## config.mk

```make
export PLATFORM = sky130hd
export DESIGN_NAME = timer_count_clock_select
export DESIGN_NICKNAME = d
export VERILOG_FILES = /design/src/tcs_pkg.sv /design/src/edge_if.sv /design/src/timer_count_clock_select.sv /design/src/ext_edge_sync.sv
export SDC_FILE = /design/constraint.sdc
export NUM_CORES = 1
export LEC_CHECK = 0
export ABC_AREA = 1
export BUFFER_PORTS_ARGS = -buffer_cell sky130_fd_sc_hd__buf_2
export CORE_AREA = 4 4 100 102
export DETAILED_ROUTE_END_ITERATION = 16
export DIE_AREA = 0 0 104 106
export PLACE_DENSITY = 0.84
export SLEW_MARGIN = 25
export SYNTH_ARGS = -nofsm -noshare
export SYNTH_HDL_FRONTEND = slang
export SYNTH_SLANG_ARGS = --single-unit
```

## constraint.sdc

```tcl
create_clock -name pclk -period 3.45 [get_ports pclk]
set_input_delay 0.1725 -clock pclk [delete_from_list [all_inputs] [get_ports pclk]]
set_output_delay 0.1725 -clock pclk [all_outputs]
set_load 0.005 [all_outputs]
```

## src/tcs_pkg.sv

```systemverilog
package tcs_pkg;
   // Register map, byte addresses on the APB word grid
   localparam logic [7:0] OFF_CH3_CTRL = 8'h00;
   localparam logic [7:0] OFF_CH4_CTRL = 8'h04;
   localparam logic [7:0] OFF_CH5_CTRL = 8'h08;
   localparam logic [7:0] OFF_CH6_DIV_FIRST = 8'h0c;
   localparam logic [7:0] OFF_CH6_DIV_SECOND = 8'h10;
   localparam logic [7:0] OFF_CH7_DIV_FIRST = 8'h14;
   localparam logic [7:0] OFF_CH7_DIV_SECOND = 8'h18;
   localparam logic [7:0] OFF_PRESCALER = 8'h1c;
   // Writable bits; everything else reads zero
   localparam logic [7:0] MASK_CLK_CTRL = 8'h3f;
   localparam logic [7:0] MASK_DIV_SEL = 8'h77;
   localparam logic [7:0] MASK_PRESCALER = 8'h1f;
   localparam logic [7:0] REG_RESET = 8'h00;
   // Field positions
   localparam int EDGE_LSB = 4;
   localparam int DIV_HI_LSB = 4;
   localparam int DIV_LO_LSB = 0;
   // Edge field codes
   localparam logic [1:0] EDGE_RISE = 2'h0;
   localparam logic [1:0] EDGE_FALL = 2'h1;
   localparam logic [1:0] EDGE_BOTH = 2'h2;
   localparam logic [1:0] EDGE_OFF = 2'h3;
   // Source field codes
   localparam logic [3:0] SRC_DIV32 = 4'h5;
   localparam logic [3:0] SRC_PIN_FIRST = 4'h6;
   localparam logic [3:0] SRC_PIN_SECOND = 4'h7;
   localparam logic [3:0] SRC_ANGLE = 4'h8;
   localparam logic [3:0] SRC_ANGLE_MULT = 4'h9;
   // Highest legal divider code
   localparam logic [2:0] DIV_MAX = 3'h5;
   // Index of each synchronised input in the edge bundle
   localparam int EV_PIN_FIRST = 0;
   localparam int EV_PIN_SECOND = 1;
   localparam int EV_ANGLE = 2;
   localparam int EV_ANGLE_MULT = 3;
   localparam int EV_N = 4;
endpackage

```

## src/edge_if.sv

```systemverilog
`timescale 1ns/1ps
// Synchronised edge events from the outside count inputs
interface edge_if;
   logic [3:0] rise; // One-cycle pulse per rising edge
   logic [3:0] fall; // One-cycle pulse per falling edge
   modport src (output rise, output fall);
   modport dst (input rise, input fall);
endinterface

```

## src/timer_count_clock_select.sv

```systemverilog
// Our own choices: the placing of the registers and the APB interface to the registers.
`timescale 1ns/1ps
// Notes on behaviour
// - channel 3-5 bits 7:6 read zero
// - edge field picks rise, fall, both, off
// - source codes 0-5 pick divide 1 to 32
// - codes 6 and 7 count external pins
// - codes 8, 9 angle clocks; rest prohibited
// - channel 6-7 two fields, codes 0-5 divide
// - channel 6-7 bits 7 and 3 read zero
// - reset and standby clear all registers
// - first stage divides pclk by 1 to 32
// - internal source counts on scaled rising edge
module timer_count_clock_select (
   input wire logic pclk,
   input wire logic presetn,
   input wire logic psel,
   input wire logic penable,
   input wire logic pwrite,
   input wire logic [7:0] paddr,
   input wire logic [31:0] pwdata,
   input wire logic [3:0] pstrb,
   output logic [31:0] prdata,
   output logic pready,
   output logic pslverr,
   input wire logic standby,
   input wire logic ext_clock_pin_first,
   input wire logic ext_clock_pin_second,
   input wire logic angle_pin_clock,
   input wire logic angle_multiplied_clock,
   output logic [2:0] ch_count_pulse,
   output logic [7:0] div_count_pulse
);
   // Channel 3..5 controls: index 0 is channel 3
   logic [7:0] clk_ctrl_r [0:2];
   // Divider selects: ch6 first, ch6 second, ch7 first, ch7 second
   logic [7:0] div_sel_r [0:3];
   logic [7:0] psc_r; // First stage prescaler setting
   logic [4:0] psc_cnt_r; // First stage divider count
   logic phi_tick_r; // One pulse per internal clock period
   logic [4:0] div_cnt_r; // Second stage count of internal ticks
   logic [31:0] prdata_r; // Read data holding register
   logic pready_r; // Access phase ends when this is high
   logic pslverr_r; // Unmapped address flag
   logic [2:0] ch_pulse_r; // Channel 3..5 count enables
   logic [7:0] div_pulse_r; // Channel 6/7 count enables
   logic [3:0] acc_idx; // Decoded register of this access
   logic acc_first; // First cycle of an access phase
   logic [7:0] rd_val; // Register value being read
   edge_if ev (); // Synchronised external events

   // Map an address to a register index; 15 means unmapped
   function automatic logic [3:0] reg_index(input logic [7:0] a);
      case (a)
         tcs_pkg::OFF_CH3_CTRL: reg_index = 4'h0;
         tcs_pkg::OFF_CH4_CTRL: reg_index = 4'h1;
         tcs_pkg::OFF_CH5_CTRL: reg_index = 4'h2;
         tcs_pkg::OFF_CH6_DIV_FIRST: reg_index = 4'h3;
         tcs_pkg::OFF_CH6_DIV_SECOND: reg_index = 4'h4;
         tcs_pkg::OFF_CH7_DIV_FIRST: reg_index = 4'h5;
         tcs_pkg::OFF_CH7_DIV_SECOND: reg_index = 4'h6;
         tcs_pkg::OFF_PRESCALER: reg_index = 4'h7;
         default: reg_index = 4'hf;
      endcase
   endfunction

   // Rising edge of the scaled clock: all low count bits at one
   function automatic logic scaled_tick(input logic [2:0] code, input logic [4:0] cnt,
                                        input logic tick);
      case (code)
         3'h0: scaled_tick = tick;
         3'h1: scaled_tick = tick & cnt[0];
         3'h2: scaled_tick = tick & (&cnt[1:0]);
         3'h3: scaled_tick = tick & (&cnt[2:0]);
         3'h4: scaled_tick = tick & (&cnt[3:0]);
         tcs_pkg::DIV_MAX: scaled_tick = tick & (&cnt[4:0]);
         default: scaled_tick = 1'b0; // Prohibited codes never count
      endcase
   endfunction

   // Count on the pin edges the edge field selects
   function automatic logic pin_event(input logic [1:0] edge_sel, input logic r,
                                      input logic f);
      case (edge_sel)
         tcs_pkg::EDGE_RISE: pin_event = r;
         tcs_pkg::EDGE_FALL: pin_event = f;
         tcs_pkg::EDGE_BOTH: pin_event = r | f;
         default: pin_event = 1'b0; // Counting disabled
      endcase
   endfunction

   // Outside inputs go through the synchroniser first
   ext_edge_sync u_sync (
      .pclk(pclk),
      .presetn(presetn),
      .pins({angle_multiplied_clock, angle_pin_clock, ext_clock_pin_second,
             ext_clock_pin_first}),
      .ev(ev.src)
   );

   // Bus decode; the extra wait cycle keeps pready a flop output
   assign acc_idx = reg_index(paddr);
   assign acc_first = psel & penable & ~pready_r;

   // Read mux; stored values already hold reserved bits at zero
   always_comb
   begin
      case (acc_idx)
         4'h0, 4'h1, 4'h2: rd_val = clk_ctrl_r[acc_idx[1:0]];
         4'h3: rd_val = div_sel_r[0];
         4'h4: rd_val = div_sel_r[1];
         4'h5: rd_val = div_sel_r[2];
         4'h6: rd_val = div_sel_r[3];
         4'h7: rd_val = psc_r;
         default: rd_val = tcs_pkg::REG_RESET; // Unmapped reads zero
      endcase
   end

   // Bus handshake: one wait state, error on unmapped address
   always_ff @(posedge pclk or negedge presetn)
   begin
      if (!presetn)
      begin
         pready_r <= 1'b0;
         pslverr_r <= 1'b0;
         prdata_r <= 32'h0;
      end
      else
      begin
         pready_r <= acc_first;
         pslverr_r <= acc_first & (acc_idx == 4'hf);
         if (acc_first && !pwrite)
         begin
            prdata_r <= {24'h0, rd_val};
         end
      end
   end

   // Register writes land as the master sees pready; masks clear reserved bits
   always_ff @(posedge pclk or negedge presetn)
   begin
      if (!presetn)
      begin
         for (int i = 0; i < 3; i++)
         begin
            clk_ctrl_r[i] <= tcs_pkg::REG_RESET;
         end
         for (int i = 0; i < 4; i++)
         begin
            div_sel_r[i] <= tcs_pkg::REG_RESET;
         end
         psc_r <= tcs_pkg::REG_RESET;
      end
      else if (standby)
      begin
         // Standby returns every selector to its reset choice
         for (int i = 0; i < 3; i++)
         begin
            clk_ctrl_r[i] <= tcs_pkg::REG_RESET;
         end
         for (int i = 0; i < 4; i++)
         begin
            div_sel_r[i] <= tcs_pkg::REG_RESET;
         end
         psc_r <= tcs_pkg::REG_RESET;
      end
      else if (psel && penable && pready_r && pwrite && pstrb[0])
      begin
         case (acc_idx)
            4'h0, 4'h1, 4'h2:
               clk_ctrl_r[acc_idx[1:0]] <= pwdata[7:0] & tcs_pkg::MASK_CLK_CTRL;
            4'h3: div_sel_r[0] <= pwdata[7:0] & tcs_pkg::MASK_DIV_SEL;
            4'h4: div_sel_r[1] <= pwdata[7:0] & tcs_pkg::MASK_DIV_SEL;
            4'h5: div_sel_r[2] <= pwdata[7:0] & tcs_pkg::MASK_DIV_SEL;
            4'h6: div_sel_r[3] <= pwdata[7:0] & tcs_pkg::MASK_DIV_SEL;
            4'h7: psc_r <= pwdata[7:0] & tcs_pkg::MASK_PRESCALER;
            default:
            begin
               // Unmapped writes are dropped
            end
         endcase
      end
   end

   // First stage: one internal tick every setting+1 clocks
   always_ff @(posedge pclk or negedge presetn)
   begin
      if (!presetn)
      begin
         psc_cnt_r <= 5'h0;
         phi_tick_r <= 1'b0;
      end
      else if (psc_cnt_r >= psc_r[4:0])
      begin
         psc_cnt_r <= 5'h0;
         phi_tick_r <= 1'b1;
      end
      else
      begin
         psc_cnt_r <= psc_cnt_r + 5'h1;
         phi_tick_r <= 1'b0;
      end
   end

   // Second stage: shared count, one scaled edge per ratio wrap
   always_ff @(posedge pclk or negedge presetn)
   begin
      if (!presetn)
      begin
         div_cnt_r <= 5'h0;
      end
      else if (phi_tick_r)
      begin
         div_cnt_r <= div_cnt_r + 5'h1;
      end
   end

   // Channel 3..5 count enables from the selected source
   always_ff @(posedge pclk or negedge presetn)
   begin
      if (!presetn)
      begin
         ch_pulse_r <= 3'h0;
      end
      else
      begin
         for (int i = 0; i < 3; i++)
         begin
            case (clk_ctrl_r[i][3:0])
               4'h0, 4'h1, 4'h2, 4'h3, 4'h4, tcs_pkg::SRC_DIV32:
                  ch_pulse_r[i] <= scaled_tick(clk_ctrl_r[i][2:0], div_cnt_r,
                                               phi_tick_r);
               tcs_pkg::SRC_PIN_FIRST:
                  ch_pulse_r[i] <= pin_event(clk_ctrl_r[i][tcs_pkg::EDGE_LSB +: 2],
                                             ev.rise[tcs_pkg::EV_PIN_FIRST],
                                             ev.fall[tcs_pkg::EV_PIN_FIRST]);
               tcs_pkg::SRC_PIN_SECOND:
                  ch_pulse_r[i] <= pin_event(clk_ctrl_r[i][tcs_pkg::EDGE_LSB +: 2],
                                             ev.rise[tcs_pkg::EV_PIN_SECOND],
                                             ev.fall[tcs_pkg::EV_PIN_SECOND]);
               // Angle clocks count rising edges; their own enable is upstream
               tcs_pkg::SRC_ANGLE:
                  ch_pulse_r[i] <= ev.rise[tcs_pkg::EV_ANGLE];
               tcs_pkg::SRC_ANGLE_MULT:
                  ch_pulse_r[i] <= ev.rise[tcs_pkg::EV_ANGLE_MULT];
               default: ch_pulse_r[i] <= 1'b0;
            endcase
         end
      end
   end

   // Channel 6/7 enables; even bits use the low field
   always_ff @(posedge pclk or negedge presetn)
   begin
      if (!presetn)
      begin
         div_pulse_r <= 8'h0;
      end
      else
      begin
         for (int j = 0; j < 8; j++)
         begin
            if (j % 2 == 0)
            begin
               div_pulse_r[j] <= scaled_tick(div_sel_r[j / 2][tcs_pkg::DIV_LO_LSB +: 3],
                                             div_cnt_r, phi_tick_r);
            end
            else
            begin
               div_pulse_r[j] <= scaled_tick(div_sel_r[j / 2][tcs_pkg::DIV_HI_LSB +: 3],
                                             div_cnt_r, phi_tick_r);
            end
         end
      end
   end

   assign prdata = prdata_r;
   assign pready = pready_r;
   assign pslverr = pslverr_r;
   assign ch_count_pulse = ch_pulse_r;
   assign div_count_pulse = div_pulse_r;

   // Checks on channel 3, channel 6 first register, standby clearing and the first-stage prescaler

   property p_ch_rsvd_zero;
      @(posedge pclk) disable iff (!presetn)
      (pready && !pwrite && paddr == tcs_pkg::OFF_CH3_CTRL) |-> prdata[7:6] == 2'h0;
   endproperty
   a_ch_rsvd_zero: assert property (p_ch_rsvd_zero)
      else $error("channel control reserved bits read nonzero");

   property p_edge_off;
      @(posedge pclk) disable iff (!presetn)
      (clk_ctrl_r[0][5:4] == tcs_pkg::EDGE_OFF && clk_ctrl_r[0][3:1] == 3'h3)
         |=> !ch_pulse_r[0];
   endproperty
   a_edge_off: assert property (p_edge_off)
      else $error("pin counted with edge field disabled");

   property p_undivided;
      @(posedge pclk) disable iff (!presetn)
      (clk_ctrl_r[0][3:0] == 4'h0) |=> ch_pulse_r[0] == $past(phi_tick_r);
   endproperty
   a_undivided: assert property (p_undivided)
      else $error("undivided source does not follow internal tick");

   property p_pin_rise;
      @(posedge pclk) disable iff (!presetn)
      (clk_ctrl_r[0][5:0] == {tcs_pkg::EDGE_RISE, tcs_pkg::SRC_PIN_FIRST})
         |=> ch_pulse_r[0] == $past(ev.rise[0]);
   endproperty
   a_pin_rise: assert property (p_pin_rise)
      else $error("first pin rising edge not counted");

   property p_prohibited;
      @(posedge pclk) disable iff (!presetn)
      (clk_ctrl_r[0][3:0] > tcs_pkg::SRC_ANGLE_MULT) |=> !ch_pulse_r[0];
   endproperty
   a_prohibited: assert property (p_prohibited)
      else $error("prohibited source code produced a count");

   property p_div_prohibited;
      @(posedge pclk) disable iff (!presetn)
      (div_sel_r[0][2:0] > tcs_pkg::DIV_MAX) |=> !div_pulse_r[0];
   endproperty
   a_div_prohibited: assert property (p_div_prohibited)
      else $error("prohibited divider code produced a count");

   property p_div_rsvd_zero;
      @(posedge pclk) disable iff (!presetn)
      (pready && !pwrite && paddr == tcs_pkg::OFF_CH6_DIV_FIRST)
         |-> prdata[7] == 1'b0 && prdata[3] == 1'b0;
   endproperty
   a_div_rsvd_zero: assert property (p_div_rsvd_zero)
      else $error("divider select reserved bits read nonzero");

   property p_standby_clear;
      @(posedge pclk) disable iff (!presetn)
      standby |=> clk_ctrl_r[0] == tcs_pkg::REG_RESET && div_sel_r[3] == tcs_pkg::REG_RESET
         && psc_r == tcs_pkg::REG_RESET;
   endproperty
   a_standby_clear: assert property (p_standby_clear)
      else $error("standby did not clear registers");

   property p_psc_spacing;
      @(posedge pclk) disable iff (!presetn)
      (phi_tick_r && psc_r == 8'h01 && $stable(psc_r))
         |=> !phi_tick_r ##1 (phi_tick_r || $past(psc_r) != 8'h01);
   endproperty
   a_psc_spacing: assert property (p_psc_spacing)
      else $error("prescaler setting one does not divide by two");

   property p_div2_rate;
      @(posedge pclk) disable iff (!presetn)
      (clk_ctrl_r[0][3:0] == 4'h1) |=> ch_pulse_r[0] == ($past(phi_tick_r)
         && $past(div_cnt_r[0]));
   endproperty
   a_div2_rate: assert property (p_div2_rate)
      else $error("divide by two source counted on wrong tick");
endmodule

```

## src/ext_edge_sync.sv

```systemverilog
`timescale 1ns/1ps
module ext_edge_sync (
   input wire logic pclk,
   input wire logic presetn,
   input wire logic [3:0] pins,
   edge_if.src ev
);
   logic [3:0] meta_r; // First synchroniser stage, read only by sync_r
   logic [3:0] sync_r; // Second stage, safe to use
   logic [3:0] last_r; // Previous synchronised level for edge detection

   // Two flops against metastability, a third to find edges
   always_ff @(posedge pclk or negedge presetn)
   begin
      if (!presetn)
      begin
         meta_r <= 4'h0;
         sync_r <= 4'h0;
         last_r <= 4'h0;
      end
      else
      begin
         meta_r <= pins;
         sync_r <= meta_r;
         last_r <= sync_r;
      end
   end

   // One pulse per edge, since last_r follows sync_r at once
   assign ev.rise = sync_r & ~last_r;
   assign ev.fall = ~sync_r & last_r;

   property p_rise_single;
      @(posedge pclk) disable iff (!presetn)
      ev.rise[0] |=> !ev.rise[0] && !ev.fall[0];
   endproperty
   a_rise_single: assert property (p_rise_single)
      else $error("rising edge gave more than one pulse");
endmodule

```

==> results by group, run 1 <==
Run status
  – Status: complete, no violations

Worst hold path
  – Worst min path class: in2reg
  – Worst hold endpoint: pready
  – Worst Hold Launch: penable
  – Hold path depth: 3

Critical path
  – Reg2reg setup slack: around 0.98 ns
  – Reg-to-reg endpoint: div_count_pulse[4]
  – Critical path fanouts, max: 14
  – WP buf/inv: 0
  – CP Class: reg2reg
  – Reg2Reg Depth: 9
  – Worst r2r src: div_cnt_r[0]
  – CP Launch Type: flip-flop
  – CP top delay family: flip-flops
  – Crit-path max cell delay: 0.75 ns
  – Crit path DAT: about 2.7 ns
  – CP max stage cell: dfrtp_1
  – Crit-path cells: ha_1 > nand2_1 > nor2_1 > ha_1 > nand2_1 > a21oi_1 > o21ai_0 > o21a_1 > o21ai_0
  – CP required: about 3.7 ns
  – CP Capture Type: flip-flop

Floorplan
  – Die area: ~0.011 sq mm
  – Die H: ~110 microns
  – Row count: 35
  – Core area: between 0.009 and 0.01 sq mm
  – Initial Utilization: 58.7%
  – I/O pins: 99
  – Die X: 104 microns

Route
  – DRC Markers: 0
  – Avg Vias per Cell: about 5.7
  – DRT Pass-1 Iters: 5
  – Via Count: 4453
  – WL final: 13000 microns
  – Antenna viol nets, final: 0
  – Starting DRT DRC Count: 300
  – Drt wl/cell: approximately 17 microns

GRT
  – Vias in the first global route: around 4.3k
  – GRT overflow: 0
  – First-pass GRT wire length: ~22000 microns
  – Maximum number of pins on one net before global-route repair: between 70 and 80
  – GR Util All Layers: between 20% and 30%
  – Initial antenna violation count: 0

STA
  – Max-slew headroom: 50.1%
  – Final Critical Period: around 2.5 ns
  – Fin. Hold Viols: 0
  – Final Cycle Share: 71.6%
  – Worst-case clock skew: 0.0131 ns
  – Worst Max-Slew Pin Slew: approximately 0.75 ns
  – FMAX: between 400 and 500 MHz
  – Pins over their slew limit: 0
  – TNS Setup: 0 ns
  – Setup violators final: 0
  – Unrepaired setup endpoints after global routing: false

Place
  – Dpl cells: 767
  – Port Buffers: 46
  – Hpwl dp: around 9400 microns
  – Gpl congestion: ~0.95

Clock tree
  – CTS sink count: 91
  – CTS buffer count: 9
  – Longest Clk Path Bufs: 2
  – TritonCTS clock tree: built
  – Clock root cell: clkbuf_8
  – H-tree levels: 3
  – Cells resized by post-CTS repair: 0
  – Clk Latency, worst-skew pair: about 0.38 ns
  – Clock transition at the registers of the reported paths: approximately 0.090 ns

Yosys
  – FF+latch count, synth: 91
  – Post-Syn Instances: roughly 620
  – Post-synth top area share: a little over two fifths
  – Dominant cell type by area after synthesis: dfrtp_1
  – Netlist cell types: 39
  – Syn avg cell area: ~8.6 sq um
  – Register area share after synthesis: 42.6%
  – Synth Warn #: 0
  – Primary FF master, synth: dfrtp_1
  – Synthesized area: 0.00535 sq mm
  – Count of flip-flops with a built-in enable after synthesis: 0
  – Largest cells by area after synthesis: dfrtp_1, nand2_1, inv_1
  – Most common cell in the netlist: nand2_1
  – Ys async rst share: 100%
  – Post-synth top cells: nand2_1, dfrtp_1, inv_1

Power and ir drop
  – P per Cell Area: about 450 mW/mm^2
  – VDD IR-drop max: 0.000262 V
  – Leak: between 3 and 4 nW

Finish
  – Diode count: 0
  – Final #Nets: around 740
  – Share of cells above drive strength 1: 22.2%
  – Final instance count without filler cells: about 790
  – Post-Route Utilization: a little under two thirds
  – Area growth, synth to finish: 8.40%

Flow run
  – Maxcap violations: 0
area by class of cell:
| cell class | count | area, sq um |
|---|---|---|
| Clock buffer | 10 | 128 |
| Tap cell | 111 | 139 |
| Sequential cell | 91 | 2280 |
| Fill cell | 760 | 3310 |
| Clock inverter | 6 | 48.8 |
| Multi-Input combinational cell | 429 | 2560 |
| Inverter | 86 | 330 |
| Timing Repair Buffer | 55 | 317 |
flip-flops by register name, summed over array words and instances (netlist names), 4 cells and up:
name             count
psc_cnt_r            5
u_sync.sync_r        4
div_count_pulse      8
prdata               8
clk_ctrl_r          18
psc_r                5
div_cnt_r            5
u_sync.last_r        4
div_sel_r           24
u_sync.meta_r        4
repair_timing:
action,in CTS,in global routing
hold buffers,5,0
endpoints found under the hold margin,79,0
buffers inserted,0,0
layout by cell type, fill, tap and decap left out, types with 7 or more instances in the layout:
master and n:
a21oi_1 13, a31oi_1 9, buf_2 45, clkbuf_8 9
conb_1 24, dfrtp_1 91, ha_1 13, inv_1 76
inv_2 8, nand2_1 122, nand2_2 16, nand2_4 15
nand3_1 44, nand4_1 10, nor2_1 33, nor2_4 7
o2111ai_1 11, o21ai_0 26, o21ai_2 24, o22ai_1 18
metrics by stage:
stage,hold slack [ns],setup WS [ns],total power [W],instance area [sq um]
floorplan,-0.123,1.83,0.00173,5440
global placement,0.280,1.10,0.00190,5570
detailed placement,0.284,1.02,0.00194,5570
CTS,0.0574,1.01,0.00261,5800
global route,0.0679,0.856,0.00275,5800
finish,0.0658,0.979,0.00259,5800
worst max-delay path by stage:
stage | cells after the start | from | to
after floorplan | 11 | div_cnt_r[0] | ch_count_pulse[0]
after global placement | 9 | div_cnt_r[0] | div_count_pulse[4]
after detailed placement | 9 | div_cnt_r[0] | div_count_pulse[4]
after CTS | 9 | div_cnt_r[0] | div_count_pulse[4]
after global routing | 9 | div_cnt_r[0] | div_count_pulse[6]
final | 9 | div_cnt_r[0] | div_count_pulse[4]
logic make-up after synthesis:
family          count (synthesis)  synth area share [%]
compound gates                127                  16.6
xor+xnor                        5                 0.819
fa+ha+maj                      13                  3.04
buf+inv                       122                  11.2
flops                          91                  42.6
mux                             2                 0.421
other cells                     1                0.0701
simple gates                  258                  25.3
where the power goes:
part	switching [W]	internal, W	leakage, nW	total (W)
Combinational	0.000365	0.000244	1.76	0.000609
Clock	0.000391	0.000268	0.0795	0.000659
Sequential	0.000120	0.00120	1.19	0.00132
worst register-to-register path: cells and delay by family (launching register included):
kind	cells	cell delay, ns
adders and majority gates	2	0.46
and+or+nand+nor	3	0.51
DFF	1	0.75
AOI/OAI and AO/OA	4	0.65
layer usage:
layer	wire length, microns	GRT usage, %
met5	0	0
met4	303	9.31
met3	922	5.40
met2	6300	40.0
met1	5520	31.6
(Power assumes the default switching activity.)
==> run 2: changes to the inputs <==
--- a/config.mk
+++ b/config.mk
@@ -5,12 +5,12 @@
 export SDC_FILE = /design/constraint.sdc
 export NUM_CORES = 1
 export LEC_CHECK = 0
-export ABC_AREA = 1
+export ABC_AREA = 0
 export BUFFER_PORTS_ARGS = -buffer_cell sky130_fd_sc_hd__buf_2
-export CORE_AREA = 4 4 100 102
+export CORE_AREA = 4 4 101 103
 export DETAILED_ROUTE_END_ITERATION = 16
-export DIE_AREA = 0 0 104 106
-export PLACE_DENSITY = 0.84
+export DIE_AREA = 0 0 105 107
+export PLACE_DENSITY = 0.8
 export SLEW_MARGIN = 25
 export SYNTH_ARGS = -nofsm -noshare
 export SYNTH_HDL_FRONTEND = slang
==> constraint.sdc (replaced) <==
create_clock -name pclk -period 2.38 [get_ports pclk]
set_input_delay 0.119 -clock pclk [delete_from_list [all_inputs] [get_ports pclk]]
set_output_delay 0.119 -clock pclk [all_outputs]
set_load 0.005 [all_outputs]
==> results by group, run 2 <==
STA
  – Final Cycle Share: around nine tenths
  – Pins over their slew limit: 0
  – Final Critical Period: roughly 2.1 ns
  – TNS Setup: 0 ns
  – Fin. Hold Viols: 0
  – Worst Max-Slew Pin Slew: a little over 0.9 ns
  – Max-slew headroom: 37.8%
  – Worst-case clock skew: about 0.0095 ns
  – Setup violators final: 0
  – FMAX: approximately 480 MHz
  – Unrepaired setup endpoints after global routing: false

Run status
  – Status: complete, no violations

Route
  – Avg Vias per Cell: 5.96
  – DRT Pass-1 Iters: 5
  – DRC Markers: 0
  – Via Count: roughly 3.9k
  – Starting DRT DRC Count: between 300 and 400
  – Drt wl/cell: about 19 microns
  – Antenna viol nets, final: 0
  – WL final: 12400 microns

Clock tree
  – Cells resized by post-CTS repair: 0
  – CTS sink count: 91
  – Hold buffer count at cts: 5
  – H-tree levels: 3
  – TritonCTS clock tree: built
  – Longest Clk Path Bufs: 2
  – CTS buffer count: 9
  – Clock root cell: clkbuf_8
  – Post-CTS setup buffer count: 0
  – Clock transition at the registers of the reported paths: 0.09 ns
  – Clk Latency, worst-skew pair: ~0.37 ns

Critical path
  – Critical path fanouts, max: 4
  – CP required: about 2.6 ns
  – Crit-path max cell delay: about 0.52 ns
  – CP Class: reg2reg
  – CP Launch Type: flip-flop
  – CP max stage cell: a2111oi_0
  – Crit path DAT: 2.35 ns
  – CP top delay family: compound AO/OA/AOI/OAI gates
  – Critical path's most frequent cell: ha_1
  – WP buf/inv: 0
  – Crit-path cells: ha_1 > and3_1 > ha_1 > and2_1 > a2111oi_0 > a311oi_1 > o22a_1
  – CP Capture Type: flip-flop

Yosys
  – Compound-Gate Fraction of Synth Area: 10.2%
  – Multiplexer area fraction after synthesis: between 15 and 20%
  – Post-Syn Instances: 503
  – Synth Warn #: 0
  – Synth Area in XOR/XNOR: less than 1%
  – Netlist cell types: 56
  – Post-synth top cells: dfrtp_1, mux2i_1, nor2_1
  – Main combinational cell family by area after synthesis: simple AND/OR/NAND/NOR gates
  – Register area share after synthesis: between 40% and 50%
  – Post-synth top area share: 44.4%
  – Primary FF master, synth: dfrtp_1
  – Synthesized area: about 0.005 sq mm
  – Count of flip-flops with a built-in enable after synthesis: 0
  – Ys async rst share: 100%
  – Post-synthesis adder-cell area fraction: about 3.2%
  – Simple-gate share of the synthesized area: around 17%
  – Syn avg cell area: roughly 10 sq um
  – Largest cells by area after synthesis: dfrtp_1, mux2i_1, nor2_1
  – FF+latch count, synth: 91
  – Most common cell in the netlist: dfrtp_1
  – Dominant cell type by area after synthesis: dfrtp_1

GRT
  – Initial antenna violation count: 0
  – Maximum number of pins on one net before global-route repair: 53
  – GRT overflow: 0
  – Vias in the first global route: approximately 3.9k
  – First-pass GRT wire length: between 15000 and 20000 microns
  – GR Util All Layers: 22.3%

Place
  – Port Buffers: 46
  – Gpl congestion: 0.896
  – Placed cell area: between 0.005 and 0.006 sq mm
  – Hpwl dp: between 8000 and 9000 microns

Finish
  – Final non-filler cell area: 0.00564 sq mm
  – Diode count: 0
  – Regs by FF count: div_sel_r x24, clk_ctrl_r x18
  – Largest register by flop count: div_sel_r
  – Commonest non-fill, non-tap cell in the layout: dfrtp_1
  – Area growth, synth to finish: 9.94%
  – Largest register FFs: 24
  – Most frequent cells in the layout: dfrtp_1, mux2i_1, nor2_1, buf_2, o21ai_0
  – Final #Nets: 612
  – Share of cells above drive strength 1: a little under a fifth

Power and ir drop
  – Pwr Total: between 0.002 and 0.003 W
  – Flop pwr share: 54.8%
  – Psw: roughly 0.00074 W
  – Switching Share: between 20% and 30%
  – P per Cell Area: approximately 520 mW/mm^2
  – Clk pwr share: roughly 37%
  – VDD IR-drop max: between 0.0004 and 0.0005 V
  – Combinational share of power: about 8.0%
  – Power Internal: ~0.0022 W
  – Leak: between 2 and 2.5 nW

Worst hold path
  – Worst min path class: in2reg

Floorplan
  – Initial Utilization: between 50 and 60%
  – I/O pins: between 90 and 100
  – Core area: between 0.009 and 0.01 sq mm
  – Die H: 107 microns
  – Row count: 35
  – Die area: about 0.011 sq mm
  – Die X: around 110 microns

Flow run
  – Maxcap violations: 0
run 2: cell count changes after synthesis, moves of 24 or more:
cell / previous run / this run
o21ai_2: 24 / 0
mux2i_1: 0 / 65
nor2_1: 33 / 60
inv_1: 76 / 23
nand2_1: 122 / 26
nand3_1: 44 / 7
run 2: worst reg2reg max path: stages (launching register included):
cell,delay [ns]
dfrtp_1,0.39
ha_1,0.21
and3_1,0.18
ha_1,0.17
and2_1,0.19
a2111oi_0,0.52
a311oi_1,0.13
o22a_1,0.20
run 2: stage by stage:
step	cells	utilization [%]	worst slack, ns	hold WS, ns
global placement	640	58.5	0.475	0.191
CTS	661	61.4	0.263	0.0101
floorplan	526	-	0.157	-0.177
global route	661	61.4	0.226	0.0304
finish	661	61.4	0.279	0.0212
detailed placement	640	58.5	0.310	0.201
run 2: logic make-up (layout without fill, tap and decap cells):
group | count (synthesis) | count (layout)
and+or+nand+nor | 155 | 155
DFF | 91 | 91
adders and majority gates | 13 | 13
muxes | 80 | 80
buffers and inverters | 77 | 101
other | 1 | 24
AOI/OAI and AO/OA | 81 | 81
xor gates and xnor gates | 5 | 5
run 2: cell type report:
class | count | area [sq um]
Fill cell | 743 | 3550
Multi-Input combinational cell | 358 | 2550
Sequential cell | 91 | 2280
Timing Repair Buffer | 62 | 378
Clock buffer | 11 | 151
Tap cell | 111 | 139
Inverter | 23 | 86.3
Clock inverter | 5 | 60.1
run 2: power by group through the flow:
| stage | clock (W) | combinational, W | sequential [W] |
|---|---|---|---|
| after global placement | 0 | 0.000217 | 0.00165 |
| after detailed placement | 0 | 0.000227 | 0.00165 |
| after CTS | 0.00112 | 0.000234 | 0.00162 |
| after floorplan | 0 | 0.000157 | 0.00164 |
| final | 0.00110 | 0.000236 | 0.00162 |
| after global routing | 0.00119 | 0.000259 | 0.00163 |
run 2: worst paths after layout:
path | depth (start not counted) | startpoint | endpoint | slack, ns
worst max-delay path | 7 | div_cnt_r[0] | ch_count_pulse[0] | 0.28
worst min-delay path | 3 | penable | pslverr | 0.02
worst max register to register | 7 | div_cnt_r[0] | ch_count_pulse[0] | 0.28
worst min register to register | 0 | u_sync.meta_r[2] | u_sync.sync_r[2] | 0.35
max in group asynchronous | 3 | presetn | psc_r[3] | 1.40
min in group asynchronous | 2 | presetn | div_sel_r[4] | 0.33
run 2: layer usage:
layer	up-vias	track usage, %	share of wire, %
met2	195	37.4	48
li1	1812	-	-
met1	1892	27.9	41
met5	-	0	0
met4	0	8.81	3.2
met3	41	5.30	7.7
